===== src/core/adm_pkg.sv =====
// Purpose: Shared constants and types for the aux/mult instruction decoder
// Assumes: 16-bit instruction words, one word per fetch handshake
// Notes: Opcode patterns are kept at the width of the bits they compare
package adm_pkg;
  localparam int unsigned WORD_W = 16;
  localparam int unsigned ADDR_W = 7;

  // Operation classes on the decoded output
  typedef enum logic [5:0] {
    ADM_OP_NONE = 6'h00,
    ADM_OP_MINUS_MULT_SHIFT = 6'h01,
    ADM_OP_XOR_MEM = 6'h02,
    ADM_OP_XOR_IMM = 6'h03,
    ADM_OP_CLEAR_ACC = 6'h04,
    ADM_OP_CLR_LOAD_UPPER = 6'h05,
    ADM_OP_CLR_LOAD_UPPER_RND = 6'h06,
    ADM_OP_CLR_LOAD_LOWER_U = 6'h07,
    ADM_OP_AUX_ADD_SHORT = 6'h08,
    ADM_OP_AUX_COMPARE = 6'h09,
    ADM_OP_AUX_LOAD = 6'h0a,
    ADM_OP_AUX_LOAD_SHORT = 6'h0b,
    ADM_OP_AUX_PTR_LOAD = 6'h0c,
    ADM_OP_PAGE_LOAD = 6'h0d,
    ADM_OP_PAGE_LOAD_SHORT = 6'h0e,
    ADM_OP_AUX_LOAD_LONG = 6'h0f,
    ADM_OP_AUX_MODIFY = 6'h10,
    ADM_OP_AUX_STORE = 6'h11,
    ADM_OP_PRODUCT_ADD = 6'h12,
    ADM_OP_PRODUCT_HIGH_LOAD = 6'h13,
    ADM_OP_FACTOR_LOAD = 6'h14,
    ADM_OP_FACTOR_LOAD_ACC = 6'h15,
    ADM_OP_FACTOR_LOAD_ACC_MOVE = 6'h16,
    ADM_OP_FACTOR_LOAD_PROD_MOVE = 6'h17,
    ADM_OP_FACTOR_LOAD_SUB = 6'h18,
    ADM_OP_MAC_PROG = 6'h19,
    ADM_OP_MAC_SHIFT_DATA = 6'h1a,
    ADM_OP_PRODUCT_OF_FACTOR = 6'h1b,
    ADM_OP_PRODUCT_AND_ACC = 6'h1c,
    ADM_OP_PRODUCT_BY_IMM = 6'h1d,
    ADM_OP_PRODUCT_AND_SUB = 6'h1e,
    ADM_OP_PRODUCT_UNSIGNED = 6'h1f,
    ADM_OP_PRODUCT_TO_ACC = 6'h20,
    ADM_OP_PRODUCT_SUB_ACC = 6'h21,
    ADM_OP_PRODUCT_HIGH_STORE = 6'h22,
    ADM_OP_PRODUCT_LOW_STORE = 6'h23,
    ADM_OP_PRODUCT_SHIFT_SET = 6'h24,
    ADM_OP_SQUARE_ACC = 6'h25,
    ADM_OP_SQUARE_SUB = 6'h26
  } adm_op_e;

  // Top-byte opcodes of direct/indirect memory-reference words
  localparam logic [7:0] OPC_MINUS_MULT_SHIFT = 8'h46;
  localparam logic [7:0] OPC_XOR_MEM = 8'h4c;
  localparam logic [7:0] OPC_CLR_LOAD_UPPER = 8'h40;
  localparam logic [7:0] OPC_CLR_LOAD_UPPER_RND = 8'h7b;
  localparam logic [7:0] OPC_CLR_LOAD_LOWER_U = 8'h41;
  localparam logic [7:0] OPC_AUX_ADD_SHORT = 8'h7e;
  localparam logic [7:0] OPC_AUX_MODIFY = 8'h55;
  localparam logic [7:0] OPC_PAGE_LOAD = 8'h52;
  localparam logic [7:0] OPC_PRODUCT_HIGH_LOAD = 8'h53;
  localparam logic [7:0] OPC_PRODUCT_HIGH_STORE = 8'h7d;
  localparam logic [7:0] OPC_PRODUCT_LOW_STORE = 8'h7c;
  localparam logic [7:0] OPC_FACTOR_LOAD = 8'h3c;
  localparam logic [7:0] OPC_FACTOR_LOAD_ACC = 8'h3d;
  localparam logic [7:0] OPC_FACTOR_LOAD_ACC_MOVE = 8'h3f;
  localparam logic [7:0] OPC_FACTOR_LOAD_PROD_MOVE = 8'h3e;
  localparam logic [7:0] OPC_FACTOR_LOAD_SUB = 8'h5b;
  localparam logic [7:0] OPC_MAC_PROG = 8'h5d;
  localparam logic [7:0] OPC_MAC_SHIFT_DATA = 8'h5c;
  localparam logic [7:0] OPC_PRODUCT_OF_FACTOR = 8'h38;
  localparam logic [7:0] OPC_PRODUCT_AND_ACC = 8'h3a;
  localparam logic [7:0] OPC_PRODUCT_AND_SUB = 8'h3b;
  localparam logic [7:0] OPC_PRODUCT_UNSIGNED = 8'hcf;
  localparam logic [7:0] OPC_SQUARE_ACC = 8'h39;
  localparam logic [7:0] OPC_SQUARE_SUB = 8'h5a;

  // Prefixes on bits 15-11 with a register index in bits 10-8
  localparam logic [4:0] PFX_AUX_LOAD = 5'h06;
  localparam logic [4:0] PFX_AUX_STORE = 5'h0e;
  localparam logic [4:0] PFX_AUX_LOAD_SHORT = 5'h18;
  localparam logic [4:0] PFX_AUX_LOAD_LONG = 5'h1a;
  localparam logic [7:0] LOW_AUX_LOAD_LONG = 8'h00;

  // Shifted-immediate XOR: top nibble, shift in 11-8, fixed low byte
  localparam logic [3:0] PFX_XOR_IMM = 4'hd;
  localparam logic [7:0] LOW_XOR_IMM = 8'h06;

  // Other prefixes and full words
  localparam logic [6:0] PFX_PAGE_LOAD_SHORT = 7'h64;
  localparam logic [2:0] PFX_PRODUCT_BY_IMM = 3'h5;
  localparam logic [12:0] PFX_AUX_PTR_LOAD = 13'h0ab1;
  localparam logic [13:0] PFX_AUX_COMPARE = 14'h3394;
  localparam logic [13:0] PFX_PRODUCT_SHIFT_SET = 14'h3382;
  localparam logic [15:0] WORD_CLEAR_ACC = 16'hca00;
  localparam logic [15:0] WORD_PRODUCT_ADD = 16'hce15;
  localparam logic [15:0] WORD_PRODUCT_TO_ACC = 16'hce14;
  localparam logic [15:0] WORD_PRODUCT_SUB_ACC = 16'hce16;

  // Program counter steps
  localparam logic [1:0] PC_STEP_ONE = 2'h1;
  localparam logic [1:0] PC_STEP_TWO = 2'h2;
endpackage : adm_pkg


===== src/core/adm_match.sv =====
// Purpose: Pure combinational classifier of one instruction word
// Assumes: First word of an instruction only
// Notes: Unmatched words give ADM_OP_NONE and no length claim
`timescale 1ns/1ps
`default_nettype none
module adm_match (
  input wire logic [15:0] word,
  output adm_pkg::adm_op_e op,
  output logic two_word,
  output logic hit
);
  always_comb begin
    op = adm_pkg::ADM_OP_NONE;
    two_word = 1'b0;
    // Full-word and long-prefix matches first: the pointer-load prefix sits inside OPC_AUX_MODIFY
    if (word == adm_pkg::WORD_CLEAR_ACC) begin
      op = adm_pkg::ADM_OP_CLEAR_ACC;
    end else if (word == adm_pkg::WORD_PRODUCT_ADD) begin
      op = adm_pkg::ADM_OP_PRODUCT_ADD;
    end else if (word == adm_pkg::WORD_PRODUCT_TO_ACC) begin
      op = adm_pkg::ADM_OP_PRODUCT_TO_ACC;
    end else if (word == adm_pkg::WORD_PRODUCT_SUB_ACC) begin
      op = adm_pkg::ADM_OP_PRODUCT_SUB_ACC;
    end else if (word[15:2] == adm_pkg::PFX_AUX_COMPARE) begin
      op = adm_pkg::ADM_OP_AUX_COMPARE;
    end else if (word[15:2] == adm_pkg::PFX_PRODUCT_SHIFT_SET) begin
      op = adm_pkg::ADM_OP_PRODUCT_SHIFT_SET;
    end else if (word[15:3] == adm_pkg::PFX_AUX_PTR_LOAD) begin
      op = adm_pkg::ADM_OP_AUX_PTR_LOAD;
    end else if (word[15:12] == adm_pkg::PFX_XOR_IMM &&
                 word[7:0] == adm_pkg::LOW_XOR_IMM) begin
      op = adm_pkg::ADM_OP_XOR_IMM;
      two_word = 1'b1;
    end else if (word[15:11] == adm_pkg::PFX_AUX_LOAD_LONG &&
                 word[7:0] == adm_pkg::LOW_AUX_LOAD_LONG) begin
      op = adm_pkg::ADM_OP_AUX_LOAD_LONG;
      two_word = 1'b1;
    end else if (word[15:9] == adm_pkg::PFX_PAGE_LOAD_SHORT) begin
      op = adm_pkg::ADM_OP_PAGE_LOAD_SHORT;
    end else if (word[15:13] == adm_pkg::PFX_PRODUCT_BY_IMM) begin
      op = adm_pkg::ADM_OP_PRODUCT_BY_IMM;
    end else if (word[15:11] == adm_pkg::PFX_AUX_LOAD) begin
      op = adm_pkg::ADM_OP_AUX_LOAD;
    end else if (word[15:11] == adm_pkg::PFX_AUX_STORE) begin
      op = adm_pkg::ADM_OP_AUX_STORE;
    end else if (word[15:11] == adm_pkg::PFX_AUX_LOAD_SHORT) begin
      op = adm_pkg::ADM_OP_AUX_LOAD_SHORT;
    end else begin
      case (word[15:8])
        adm_pkg::OPC_MINUS_MULT_SHIFT: op = adm_pkg::ADM_OP_MINUS_MULT_SHIFT;
        adm_pkg::OPC_XOR_MEM: op = adm_pkg::ADM_OP_XOR_MEM;
        adm_pkg::OPC_CLR_LOAD_UPPER: op = adm_pkg::ADM_OP_CLR_LOAD_UPPER;
        adm_pkg::OPC_CLR_LOAD_UPPER_RND: op = adm_pkg::ADM_OP_CLR_LOAD_UPPER_RND;
        adm_pkg::OPC_CLR_LOAD_LOWER_U: op = adm_pkg::ADM_OP_CLR_LOAD_LOWER_U;
        adm_pkg::OPC_AUX_ADD_SHORT: op = adm_pkg::ADM_OP_AUX_ADD_SHORT;
        adm_pkg::OPC_AUX_MODIFY: op = adm_pkg::ADM_OP_AUX_MODIFY;
        adm_pkg::OPC_PAGE_LOAD: op = adm_pkg::ADM_OP_PAGE_LOAD;
        adm_pkg::OPC_PRODUCT_HIGH_LOAD: op = adm_pkg::ADM_OP_PRODUCT_HIGH_LOAD;
        adm_pkg::OPC_PRODUCT_HIGH_STORE: op = adm_pkg::ADM_OP_PRODUCT_HIGH_STORE;
        adm_pkg::OPC_PRODUCT_LOW_STORE: op = adm_pkg::ADM_OP_PRODUCT_LOW_STORE;
        adm_pkg::OPC_FACTOR_LOAD: op = adm_pkg::ADM_OP_FACTOR_LOAD;
        adm_pkg::OPC_FACTOR_LOAD_ACC: op = adm_pkg::ADM_OP_FACTOR_LOAD_ACC;
        adm_pkg::OPC_FACTOR_LOAD_ACC_MOVE: op = adm_pkg::ADM_OP_FACTOR_LOAD_ACC_MOVE;
        adm_pkg::OPC_FACTOR_LOAD_PROD_MOVE: op = adm_pkg::ADM_OP_FACTOR_LOAD_PROD_MOVE;
        adm_pkg::OPC_FACTOR_LOAD_SUB: op = adm_pkg::ADM_OP_FACTOR_LOAD_SUB;
        adm_pkg::OPC_MAC_PROG: begin
          op = adm_pkg::ADM_OP_MAC_PROG;
          two_word = 1'b1;
        end
        adm_pkg::OPC_MAC_SHIFT_DATA: begin
          op = adm_pkg::ADM_OP_MAC_SHIFT_DATA;
          two_word = 1'b1;
        end
        adm_pkg::OPC_PRODUCT_OF_FACTOR: op = adm_pkg::ADM_OP_PRODUCT_OF_FACTOR;
        adm_pkg::OPC_PRODUCT_AND_ACC: op = adm_pkg::ADM_OP_PRODUCT_AND_ACC;
        adm_pkg::OPC_PRODUCT_AND_SUB: op = adm_pkg::ADM_OP_PRODUCT_AND_SUB;
        adm_pkg::OPC_PRODUCT_UNSIGNED: op = adm_pkg::ADM_OP_PRODUCT_UNSIGNED;
        adm_pkg::OPC_SQUARE_ACC: op = adm_pkg::ADM_OP_SQUARE_ACC;
        adm_pkg::OPC_SQUARE_SUB: op = adm_pkg::ADM_OP_SQUARE_SUB;
        default: op = adm_pkg::ADM_OP_NONE;
      endcase
    end
    hit = (op != adm_pkg::ADM_OP_NONE);
  end
endmodule : adm_match
`default_nettype wire


===== src/core/adm_ctl.sv =====
// Purpose: Maps an operation class to per-unit datapath strobes
// Assumes: Class already qualified by the sequencer
// Notes: One strobe set per class; the datapath owns the arithmetic
`timescale 1ns/1ps
`default_nettype none
module adm_ctl (
  input wire adm_pkg::adm_op_e op,
  output logic acc_clear,
  output logic acc_load_high,
  output logic acc_load_low_u,
  output logic acc_round,
  output logic acc_add_p,
  output logic acc_sub_p,
  output logic acc_load_p,
  output logic acc_xor,
  output logic t_load,
  output logic mult_start,
  output logic mult_unsigned,
  output logic data_move
);
  always_comb begin
    acc_clear = 1'b0;
    acc_load_high = 1'b0;
    acc_load_low_u = 1'b0;
    acc_round = 1'b0;
    acc_add_p = 1'b0;
    acc_sub_p = 1'b0;
    acc_load_p = 1'b0;
    acc_xor = 1'b0;
    t_load = 1'b0;
    mult_start = 1'b0;
    mult_unsigned = 1'b0;
    data_move = 1'b0;
    case (op)
      adm_pkg::ADM_OP_CLEAR_ACC: acc_clear = 1'b1;
      adm_pkg::ADM_OP_CLR_LOAD_UPPER: begin
        acc_clear = 1'b1;
        acc_load_high = 1'b1;
      end
      adm_pkg::ADM_OP_CLR_LOAD_UPPER_RND: begin
        acc_clear = 1'b1;
        acc_load_high = 1'b1;
        acc_round = 1'b1;
      end
      adm_pkg::ADM_OP_CLR_LOAD_LOWER_U: begin
        acc_clear = 1'b1;
        acc_load_low_u = 1'b1;
      end
      adm_pkg::ADM_OP_XOR_MEM, adm_pkg::ADM_OP_XOR_IMM: acc_xor = 1'b1;
      adm_pkg::ADM_OP_PRODUCT_ADD: acc_add_p = 1'b1;
      adm_pkg::ADM_OP_PRODUCT_TO_ACC: acc_load_p = 1'b1;
      adm_pkg::ADM_OP_PRODUCT_SUB_ACC: acc_sub_p = 1'b1;
      adm_pkg::ADM_OP_FACTOR_LOAD: t_load = 1'b1;
      adm_pkg::ADM_OP_FACTOR_LOAD_ACC: begin
        t_load = 1'b1;
        acc_add_p = 1'b1;
      end
      adm_pkg::ADM_OP_FACTOR_LOAD_ACC_MOVE: begin
        t_load = 1'b1;
        acc_add_p = 1'b1;
        data_move = 1'b1;
      end
      adm_pkg::ADM_OP_FACTOR_LOAD_PROD_MOVE: begin
        t_load = 1'b1;
        acc_load_p = 1'b1;
      end
      adm_pkg::ADM_OP_FACTOR_LOAD_SUB: begin
        t_load = 1'b1;
        acc_sub_p = 1'b1;
      end
      adm_pkg::ADM_OP_MAC_PROG: begin
        acc_add_p = 1'b1;
        mult_start = 1'b1;
      end
      adm_pkg::ADM_OP_MAC_SHIFT_DATA: begin
        acc_add_p = 1'b1;
        mult_start = 1'b1;
        data_move = 1'b1;
      end
      adm_pkg::ADM_OP_PRODUCT_OF_FACTOR,
      adm_pkg::ADM_OP_PRODUCT_BY_IMM: mult_start = 1'b1;
      adm_pkg::ADM_OP_PRODUCT_AND_ACC: begin
        mult_start = 1'b1;
        acc_add_p = 1'b1;
      end
      adm_pkg::ADM_OP_PRODUCT_AND_SUB: begin
        mult_start = 1'b1;
        acc_sub_p = 1'b1;
      end
      adm_pkg::ADM_OP_PRODUCT_UNSIGNED: begin
        mult_start = 1'b1;
        mult_unsigned = 1'b1;
      end
      adm_pkg::ADM_OP_SQUARE_ACC: begin
        t_load = 1'b1;
        mult_start = 1'b1;
        acc_add_p = 1'b1;
      end
      adm_pkg::ADM_OP_SQUARE_SUB: begin
        t_load = 1'b1;
        mult_start = 1'b1;
        acc_sub_p = 1'b1;
      end
      default: acc_clear = 1'b0;
    endcase
  end
endmodule : adm_ctl
`default_nettype wire


===== src/core/adm_decoder.sv =====
// Purpose: Decoder for accumulator-memory, aux/page and multiplier groups
// Assumes: Fetch stage offers one word per in_valid & in_ready
// Notes: Unmatched first words are forwarded, never acted on here
`timescale 1ns/1ps
`default_nettype none
module adm_decoder (
  input wire logic sys_clk,
  input wire logic nrst,
  input wire logic [15:0] in_word,
  input wire logic in_valid,
  output logic in_ready,
  output logic dec_valid,
  output adm_pkg::adm_op_e dec_op,
  output logic [15:0] dec_word,
  output logic [15:0] dec_imm,
  output logic dec_indirect,
  output logic [6:0] dec_addr,
  output logic [2:0] dec_aux_idx,
  output logic [1:0] dec_mode,
  output logic [3:0] dec_shift,
  output logic [8:0] dec_page,
  output logic [1:0] dec_pc_step,
  output logic acc_clear,
  output logic acc_load_high,
  output logic acc_load_low_u,
  output logic acc_round,
  output logic acc_add_p,
  output logic acc_sub_p,
  output logic acc_load_p,
  output logic acc_xor,
  output logic t_load,
  output logic mult_start,
  output logic mult_unsigned,
  output logic data_move,
  output logic fwd_valid,
  output logic [15:0] fwd_word
);
  typedef enum logic [1:0] {
    ADM_ST_FIRST = 2'b01,
    ADM_ST_SECOND = 2'b10
  } adm_state_e;

  adm_state_e state_r, state_nxt;
  adm_pkg::adm_op_e hit_op, hold_op_r, hold_op_nxt, out_op_r, out_op_nxt;
  logic hit, hit_two;
  logic [15:0] hold_word_r, hold_word_nxt;
  logic [15:0] word_r, word_nxt, imm_r, imm_nxt, fwd_r, fwd_nxt;
  logic [1:0] step_r, step_nxt;
  logic valid_r, valid_nxt, fwd_v_r, fwd_v_nxt;

  adm_match u_match (
    .word(in_word),
    .op(hit_op),
    .two_word(hit_two),
    .hit(hit)
  );

  // Sign-extend the 13-bit multiply immediate
  function automatic logic [15:0] imm_of(input adm_pkg::adm_op_e op,
                                         input logic [15:0] w);
    case (op)
      adm_pkg::ADM_OP_PRODUCT_BY_IMM: imm_of = {{3{w[12]}}, w[12:0]};
      adm_pkg::ADM_OP_AUX_ADD_SHORT,
      adm_pkg::ADM_OP_AUX_LOAD_SHORT: imm_of = {8'h00, w[7:0]};
      default: imm_of = 16'h0000;
    endcase
  endfunction : imm_of

  assign in_ready = 1'b1;

  always_comb begin
    state_nxt = state_r;
    hold_op_nxt = hold_op_r;
    hold_word_nxt = hold_word_r;
    out_op_nxt = out_op_r;
    word_nxt = word_r;
    imm_nxt = imm_r;
    step_nxt = step_r;
    valid_nxt = 1'b0;
    fwd_v_nxt = 1'b0;
    fwd_nxt = fwd_r;
    if (in_valid) begin
      case (state_r)
        ADM_ST_FIRST: begin
          if (hit && hit_two) begin
            // Hold the first word; nothing issues until the operand arrives
            hold_op_nxt = hit_op;
            hold_word_nxt = in_word;
            state_nxt = ADM_ST_SECOND;
          end else if (hit) begin
            valid_nxt = 1'b1;
            out_op_nxt = hit_op;
            word_nxt = in_word;
            imm_nxt = imm_of(hit_op, in_word);
            step_nxt = adm_pkg::PC_STEP_ONE;
          end else begin
            fwd_v_nxt = 1'b1;
            fwd_nxt = in_word;
          end
        end
        ADM_ST_SECOND: begin
          valid_nxt = 1'b1;
          out_op_nxt = hold_op_r;
          word_nxt = hold_word_r;
          imm_nxt = in_word;
          step_nxt = adm_pkg::PC_STEP_TWO;
          state_nxt = ADM_ST_FIRST;
        end
        default: state_nxt = ADM_ST_FIRST;
      endcase
    end
  end

  always_ff @(posedge sys_clk) begin
    if (!nrst) begin
      state_r <= ADM_ST_FIRST;
      hold_op_r <= adm_pkg::ADM_OP_NONE;
      hold_word_r <= 16'h0000;
      out_op_r <= adm_pkg::ADM_OP_NONE;
      word_r <= 16'h0000;
      imm_r <= 16'h0000;
      step_r <= 2'h0;
      valid_r <= 1'b0;
      fwd_v_r <= 1'b0;
      fwd_r <= 16'h0000;
    end else begin
      state_r <= state_nxt;
      hold_op_r <= hold_op_nxt;
      hold_word_r <= hold_word_nxt;
      out_op_r <= out_op_nxt;
      word_r <= word_nxt;
      imm_r <= imm_nxt;
      step_r <= step_nxt;
      valid_r <= valid_nxt;
      fwd_v_r <= fwd_v_nxt;
      fwd_r <= fwd_nxt;
    end
  end

  // Strobes only while a decode is presented; fields stand until the next
  adm_ctl u_ctl (
    .op(valid_r ? out_op_r : adm_pkg::ADM_OP_NONE),
    .acc_clear(acc_clear),
    .acc_load_high(acc_load_high),
    .acc_load_low_u(acc_load_low_u),
    .acc_round(acc_round),
    .acc_add_p(acc_add_p),
    .acc_sub_p(acc_sub_p),
    .acc_load_p(acc_load_p),
    .acc_xor(acc_xor),
    .t_load(t_load),
    .mult_start(mult_start),
    .mult_unsigned(mult_unsigned),
    .data_move(data_move)
  );

  assign dec_valid = valid_r;
  assign dec_op = out_op_r;
  assign dec_word = word_r;
  assign dec_imm = imm_r;
  assign dec_indirect = word_r[7];
  assign dec_addr = word_r[6:0];
  // Pointer load keeps its value low; every other form uses bits 10-8
  assign dec_aux_idx = (out_op_r == adm_pkg::ADM_OP_AUX_PTR_LOAD) ?
                       word_r[2:0] : word_r[10:8];
  assign dec_mode = word_r[1:0];
  assign dec_shift = word_r[11:8];
  assign dec_page = word_r[8:0];
  assign dec_pc_step = step_r;
  assign fwd_valid = fwd_v_r;
  assign fwd_word = fwd_r;
endmodule : adm_decoder
`default_nettype wire


===== config.mk =====
export PLATFORM = sky130hd
export DESIGN_NAME = adm_decoder
export DESIGN_NICKNAME = d
export VERILOG_FILES = /design/src/core/adm_pkg.sv /design/src/core/adm_match.sv /design/src/core/adm_ctl.sv /design/src/core/adm_decoder.sv
export SDC_FILE = /design/constraint.sdc
export NUM_CORES = 1
export LEC_CHECK = 0
export ABC_CLOCK_PERIOD_IN_PS = 2850
export BUFFER_PORTS_ARGS = -buffer_cell sky130_fd_sc_hd__buf_2
export CORE_MARGIN = 2
export CORE_UTILIZATION = 52
export DETAILED_ROUTE_END_ITERATION = 6
export GPL_ROUTABILITY_DRIVEN = 0
export GPL_TIMING_DRIVEN = 0
export PLACE_DENSITY = 0.74
export SETUP_SLACK_MARGIN = 0.05
export SLEW_MARGIN = 20
export SYNTH_ARGS = -nofsm -noshare
export SYNTH_HDL_FRONTEND = slang
export SYNTH_SLANG_ARGS = --single-unit

===== constraint.sdc =====
create_clock -name sys_clk -period 2.85 [get_ports sys_clk]
set_input_delay 0.4275 -clock sys_clk [delete_from_list [all_inputs] [get_ports sys_clk]]
set_output_delay 0.4275 -clock sys_clk [all_outputs]
set_load 0.03 [all_outputs]

## Yosys cells after proc, flatten, opt, wreduce, memory -nomap -nowiden

Cells that the tools add are included.

| word-level totals | value |
|---|---|
| input bits | 19 |
| logic and storage cells | 172 |
| flip-flop bits (word level) | 82 |
| output and inout port bits | 97 |

| operators by class | value |
|---|---|
| reduce and logical (&&, ||, !) cells | 23 |
| muxes and demuxes | 63 |
| bitwise logic cells | 5 |
| equality and inequality tests | 71 |

Operators by type and width:

| kind | number |
|---|---|
| $pmux W6 S24 | 1 |
| $eq A8 B7 Y1 const B | 15 |
| $mux W6 | 17 |
| $pmux W16 S2 | 3 |
| $eq A6 B5 Y1 const B | 14 |
| $eq A16 B16 Y1 const B | 4 |
| $eq A8 B6 Y1 const B | 8 |
| $mux W16 | 4 |
| $mux W1 | 30 |
| $eq A14 B14 Y1 const B | 2 |
| $eq A6 B3 Y1 const B | 4 |
| $eq A6 B6 Y1 const B | 4 |
| $eq A6 B4 Y1 const B | 3 |
| $reduce_or A7 Y1 | 2 |
| $eq A13 B12 Y1 const B | 1 |
| $eq A6 B2 Y1 const B | 2 |
| $pmux W6 S2 | 1 |
| $reduce_or A2 Y1 | 6 |
| $reduce_or A4 Y1 | 3 |
| $eq A5 B5 Y1 const B | 2 |
| $reduce_or A9 Y1 | 1 |
| $eq A8 B3 Y1 const B | 1 |
| $eq A8 B8 Y1 const B | 1 |
| $logic_not A8 Y1 | 1 |
| 19 further kinds | 32 |

## Logic depth before layout (Yosys ltp)

| depth | value |
|---|---|
| depth in word-level cells | 22 |
| mapped depth | 11 |
| gate-level depth less buffers | 8 |

## By module

Synthesis repeated with hierarchy kept, for this count alone.

| second synthesis, totals | value |
|---|---|
| cell total of the unflattened synthesis | 595 |
| area, all modules | 5082.4 sq um |

Modules (own cells, without submodules):

| module | seq. area each (sq um) | area an instance (sq um) | times used | cells an instance |
|---|---|---|---|---|
| adm_decoder | 1641.6 | 3774.9 | 1 | 417 |
| adm_match | 0.0 | 1012.2 | 1 | 134 |
| adm_ctl | 0.0 | 295.3 | 1 | 44 |

## Worst setup path after synthesis

OpenSTA, ideal clock, no wires.

| timing | value |
|---|---|
| path kind | register to output |
| start | reg out_op_r[2], in the netlist dec_op[2] |
| end | out acc_load_high |
| stages on the path, launching flop included | 5 |
| required time | 2.423 ns |
| setup slack | -0.181 ns |
| buffers on the path | 2 |
| arrival | 2.603 ns |
| path through | dfxtp_1 > clkbuf_1 > clkbuf_1 > nand2_1 > a2111oi_0 |

| on the way | value |
|---|---|
| longest elaborated chain between the ends | 4 |
| elaborated cells on any way between the ends | 5 |
| classes of those cells | 2 x eq/ne; 2 x mux; 1 x reduce/logical |

RTL lines:

| item | RTL line | RTL |
|---|---|---|
| start, declared | adm_decoder.sv:44 | `adm_pkg::adm_op_e hit_op, hold_op_r, hold_op_nxt, out_op_r, out_op_nxt;` |
| start signal, assigned | adm_decoder.sv:119 | `out_op_r <= adm_pkg::ADM_OP_NONE;` |
| start signal, assigned | adm_decoder.sv:130 | `out_op_r <= out_op_nxt;` |
| $mux W6 (*) | adm_decoder.sv:142 | `.op(valid_r ? out_op_r : adm_pkg::ADM_OP_NONE),` |
| $eq A6 B3 Y1 | adm_ctl.sv:34 | `case (op)` |
| $reduce_or A2 Y1 (no source line) (*) | - |  |
| $mux W1 (*) | adm_ctl.sv:34 |  |
| end, declared | adm_decoder.sv:24 | `output logic acc_load_high,` |

Every way passes the cells marked *; elsewhere a longest branch is shown, timed or not.

## Worst setup path in the final report

| timing | value |
|---|---|
| start | in in_word[10] |
| end | reg imm_r[14], in the netlist dec_imm[14] |

| on the way | value |
|---|---|
| longest elaborated chain between the ends | 22 |
| elaborated cells on any way between the ends | 76 |
| classes of those cells | 37 x eq/ne; 34 x mux; 5 x reduce/logical |

RTL lines:

| item | RTL line | RTL |
|---|---|---|
| start, declared | adm_decoder.sv:9 | `input wire logic [15:0] in_word,` |
| $eq A8 B7 Y1 (tied with other cells) | adm_match.sv:49 | `case (word[15:8])` |
| $pmux W6 S24 | adm_match.sv:49 |  |
| $mux W6 | adm_match.sv:46 | `end else if (word[15:11] == adm_pkg::PFX_AUX_LOAD_SHORT) begin` |
| $mux W6 | adm_match.sv:44 | `end else if (word[15:11] == adm_pkg::PFX_AUX_STORE) begin` |
| $mux W6 | adm_match.sv:42 | `end else if (word[15:11] == adm_pkg::PFX_AUX_LOAD) begin` |
| $mux W6 | adm_match.sv:40 | `end else if (word[15:13] == adm_pkg::PFX_PRODUCT_BY_IMM) begin` |
| $mux W6 | adm_match.sv:38 | `end else if (word[15:9] == adm_pkg::PFX_PAGE_LOAD_SHORT) begin` |
| $mux W6 | adm_match.sv:34 | `end else if (word[15:11] == adm_pkg::PFX_AUX_LOAD_LONG &&` |
| (+6 left out) | - |  |
| $mux W6 | adm_match.sv:18 | `end else if (word == adm_pkg::WORD_PRODUCT_ADD) begin` |
| $mux W6 | adm_match.sv:16 | `if (word == adm_pkg::WORD_CLEAR_ACC) begin` |
| $eq A6 B4 Y1 | adm_decoder.sv:61 | `case (op)` |
| $reduce_or A2 Y1 | adm_decoder.sv:61 |  |
| $pmux W16 S2 | adm_decoder.sv:61 |  |
| $mux W16 | adm_decoder.sv:90 | `end else if (hit) begin` |
| $mux W16 | adm_decoder.sv:85 | `if (hit && hit_two) begin` |
| $pmux W16 S2 | adm_decoder.sv:83 | `case (state_r)` |
| end signal, assigned | adm_decoder.sv:132 | `imm_r <= imm_nxt;` |
| end, declared | adm_decoder.sv:47 | `logic [15:0] word_r, word_nxt, imm_r, imm_nxt, fwd_r, fwd_nxt;` |

Parallel ways exist; a longest one is shown, timed or not. The select of a mux whose other input is x is not followed.
A chain may end at the register's enable or synchronous reset.

==> results by group <==
Run status
  – Status: finished clean

Routing
  – Via density: 5.99
  – Detailed-route DRC error count: 0
  – Via count: 4,897
  – DR pass1 iterations: 6
  – Routed wire length: 14.0 mm
  – Post-DRT Antenna Nets: 0
  – DR iter-0 viols: 328
  – WL per Instance: 17.2 um

STA
  – Final worst path period need: 2.69 ns
  – Slew @ Worst Pin: 0.755 ns
  – Rel. slew slack: 49.6%
  – Final Skew: 0.00948 ns
  – Slew Limit Fails: 0
  – Highest clock rate: 372 MHz
  – Final period util: 94.4%
  – Final setup TNS: 0 ns
  – Setup violators final: 0
  – Hold Vio Cnt, Final: 0
  – Worst Hold Slack: 0.339 ns
  – RSZ-0062 raised after global routing: no

Critical path
  – Critical Path RT: 3.10 ns
  – Critical path startpoint category: primary input
  – Critical Path Max Stage Delay: 0.54 ns
  – Largest delay contributor family on the critical path: simple AND/OR/NAND/NOR gates
  – Buf/Inv on CP: 3
  – CP max-delay cell: nor4_1
  – Critical path capture point type: register
  – CP Class: in -> reg
  – CP arrival: 2.94 ns
  – Worst-path cell chain: buf_2 -> clkbuf_1 -> nand2_1 -> nor4_1 -> nor2_1 -> nand4b_4 -> o21a_4 -> nor3_4 -> buf_6 -> a221o_1
  – CP max FO: 10

Clock network
  – Post-CTS Hold Fix Bufs: 0
  – TritonCTS clock tree: yes
  – CTS Sinks: 82
  – Clock slew seen by the registers of the worst setup and hold paths: 0.09 ns
  – Max H-tree Level: 3
  – Root buf cell: clkbuf_8
  – Clk Latency, worst-skew pair: 0.36 ns
  – Clock Tree Buf Depth: 2
  – Num CTS Buffers: 9

Power
  – Comb pwr share: 25.0%
  – Leakage: 2.39 nW
  – Switching Fraction: 34.4%
  – Power Dens Cells: 492 nW/um^2
  – Clock power share: 31.2%
  – Flop pwr share: 43.9%
  – Max VDD drop: 281 uV
  – Total power draw: 2.81 mW
  – Switching pwr: 966 uW
  – Internal: 1.84 mW

Final layout
  – Utilization after layout: 64.8%
  – NumNets Final: 725
  – Layout area overhead: 19.5%
  – Fillers: 792
  – Fraction of layout cells with a size suffix above 1: 29.2%
  – # diodes: 0
  – Non-filler cells, final: 817

Logic synthesis
  – Synth top cells by count: 82 x dfxtp_1, 73 x nand2_1, 39 x nor2_1
  – Count leader, synth: dfxtp_1
  – Seq/Total Area, Yosys: 34.3%
  – EDFF count, synth: 0
  – Synth Register Bits: 82
  – Share of the synthesized area in the top cell type: 34.3%
  – Synth Cell Area: 4780 sq um
  – Syn Inst Count: 585
  – Netlist cell types: 84
  – Area leader, netlist: dfxtp_1
  – Async SR Flop Fraction: 0%
  – Yosys warning count: 0
  – Top FF cell, synth: dfxtp_1
  – Ranking of synthesized cells by area: dfxtp_1 34%, nand2_1 5.7%, mux2i_1 4.6%
  – Avg Cell Area, Syn: 8.17 sq um
  – Syn Nets: 606

Worst hold path
  – Min-Delay Path Class: in -> reg

Global route
  – GRT Overall Usage: 27.7%
  – First-pass GRT wire length: 22.2 mm
  – Total grt overflow: 0
  – Largest net degree at the start of global routing: 16
  – Initial antenna violation count: 0
  – Number of global-route vias before repair: 4,490

Die
  – Die Footprint: 9970 sq um
  – Core footprint: 8810 sq um
  – DIE HEIGHT: 99.9 um
  – IO Count: 116
  – DIE WIDTH: 99.9 um
  – Core Rows: 34
  – Starting Density: 54.3%

Place
  – IO Port Bufs: 106
  – Placed cell count: 799
  – DP HPWL: 10.3 mm

Job
  – Max Cap Violations: 0
==> cells by family after synthesis <==
group	count (synthesis)	synth area share, %
AO/OA/AOI/OAI	132	19.7
XOR/XNOR	3	0.550
adder cells (fa/ha/maj)	2	0.523
buffers and inverters	92	10.5
flip-flops	82	34.3
multiplexers	25	5.31
other	1	0.0785
AND/OR/NAND/NOR	248	29.0
==> path summary, 6_finish.rpt <==
kind | slack, ns | end | start | cells past startpoint
worst max register to register | 0.33 | dec_imm[14]$_SDFFE_PN0P_ | state_r[0]$_SDFFE_PN1P_ | 9
worst min-delay path | 0.34 | dec_imm[6]$_SDFFE_PN0P_ | in_word[6] | 2
worst min register to register | 0.46 | fwd_word[2]$_SDFFE_PN0P_ | fwd_word[2]$_SDFFE_PN0P_ | 2
worst max-delay path | 0.16 | dec_imm[14]$_SDFFE_PN0P_ | in_word[10] | 10
==> stage by stage <==
stage / cell area (sq um) / setup slack, ns
floorplan: 4780 / 0.212
global placement: 5450 / -0.228
detailed placement: 5450 / -0.319
CTS: 5650 / 0.0659
global route: 5710 / 0.0576
finish: 5710 / 0.160
==> sequential cells by signal, indices dropped and copies added (netlist names) <==
| register | cells |
|---|---|
| dec_valid | 1 |
| state_r | 2 |
| hold_word_r | 16 |
| dec_word | 16 |
| fwd_word | 16 |
| hold_op_r | 6 |
| fwd_valid | 1 |
| dec_pc_step | 2 |
| dec_imm | 16 |
| dec_op | 6 |
==> layout by cell type (no fill, tap or decap), types with 7 or more instances in the layout <==
cell type,count
nand4_1,27
nand2_1,73
a22o_1,8
buf_4,30
mux2i_1,22
buf_2,122
nor2b_1,7
clkbuf_1,27
nand3_1,31
a21oi_1,25
o21ai_0,26
clkbuf_8,9
dfxtp_1,82
nand2b_1,8
inv_1,11
o31ai_1,22
nor2_1,39
nor3_1,17
==> what timing repair did <==
action / CTS / global route
setup endpoints to repair: 0 / 56
resized for setup: 0 / 11
setup buffers: 0 / 2
==> power groups by stage <==
| stage | clock network (mW) | logic (mW) | registers [mW] |
|---|---|---|---|
| floorplan | 0 | 0.403 | 1.35 |
| global placement | 0 | 0.676 | 1.26 |
| detailed placement | 0 | 0.684 | 1.26 |
| CTS | 0.883 | 0.686 | 1.23 |
| global route | 0.933 | 0.748 | 1.24 |
| finish | 0.876 | 0.702 | 1.23 |
==> final cells by class <==
cell class                 count  area (sq um)  share of cell area [%]
clock buffer                  10           128                    2.23
timing repair buffer         108           546                    9.55
clock inverter                 6          73.8                    1.29
tap                          108           135                    2.37
buffer                        79           469                    8.22
sequential                    82          1640                    28.7
multi-input combinational    411          2670                    46.7
inverter                      13          48.8                   0.855
==> layer usage <==
layer / part of all wire [%] / track usage (%) / up-vias
met1: 43 / 36.3 / 2282
met2: 47 / 45.4 / 232
met5: 0 / 0 / -
met4: 2.5 / 9.69 / 0
li1: - / - / 2345
met3: 7.5 / 5.85 / 38
Note: power is estimated with default switching activity, not from simulation.
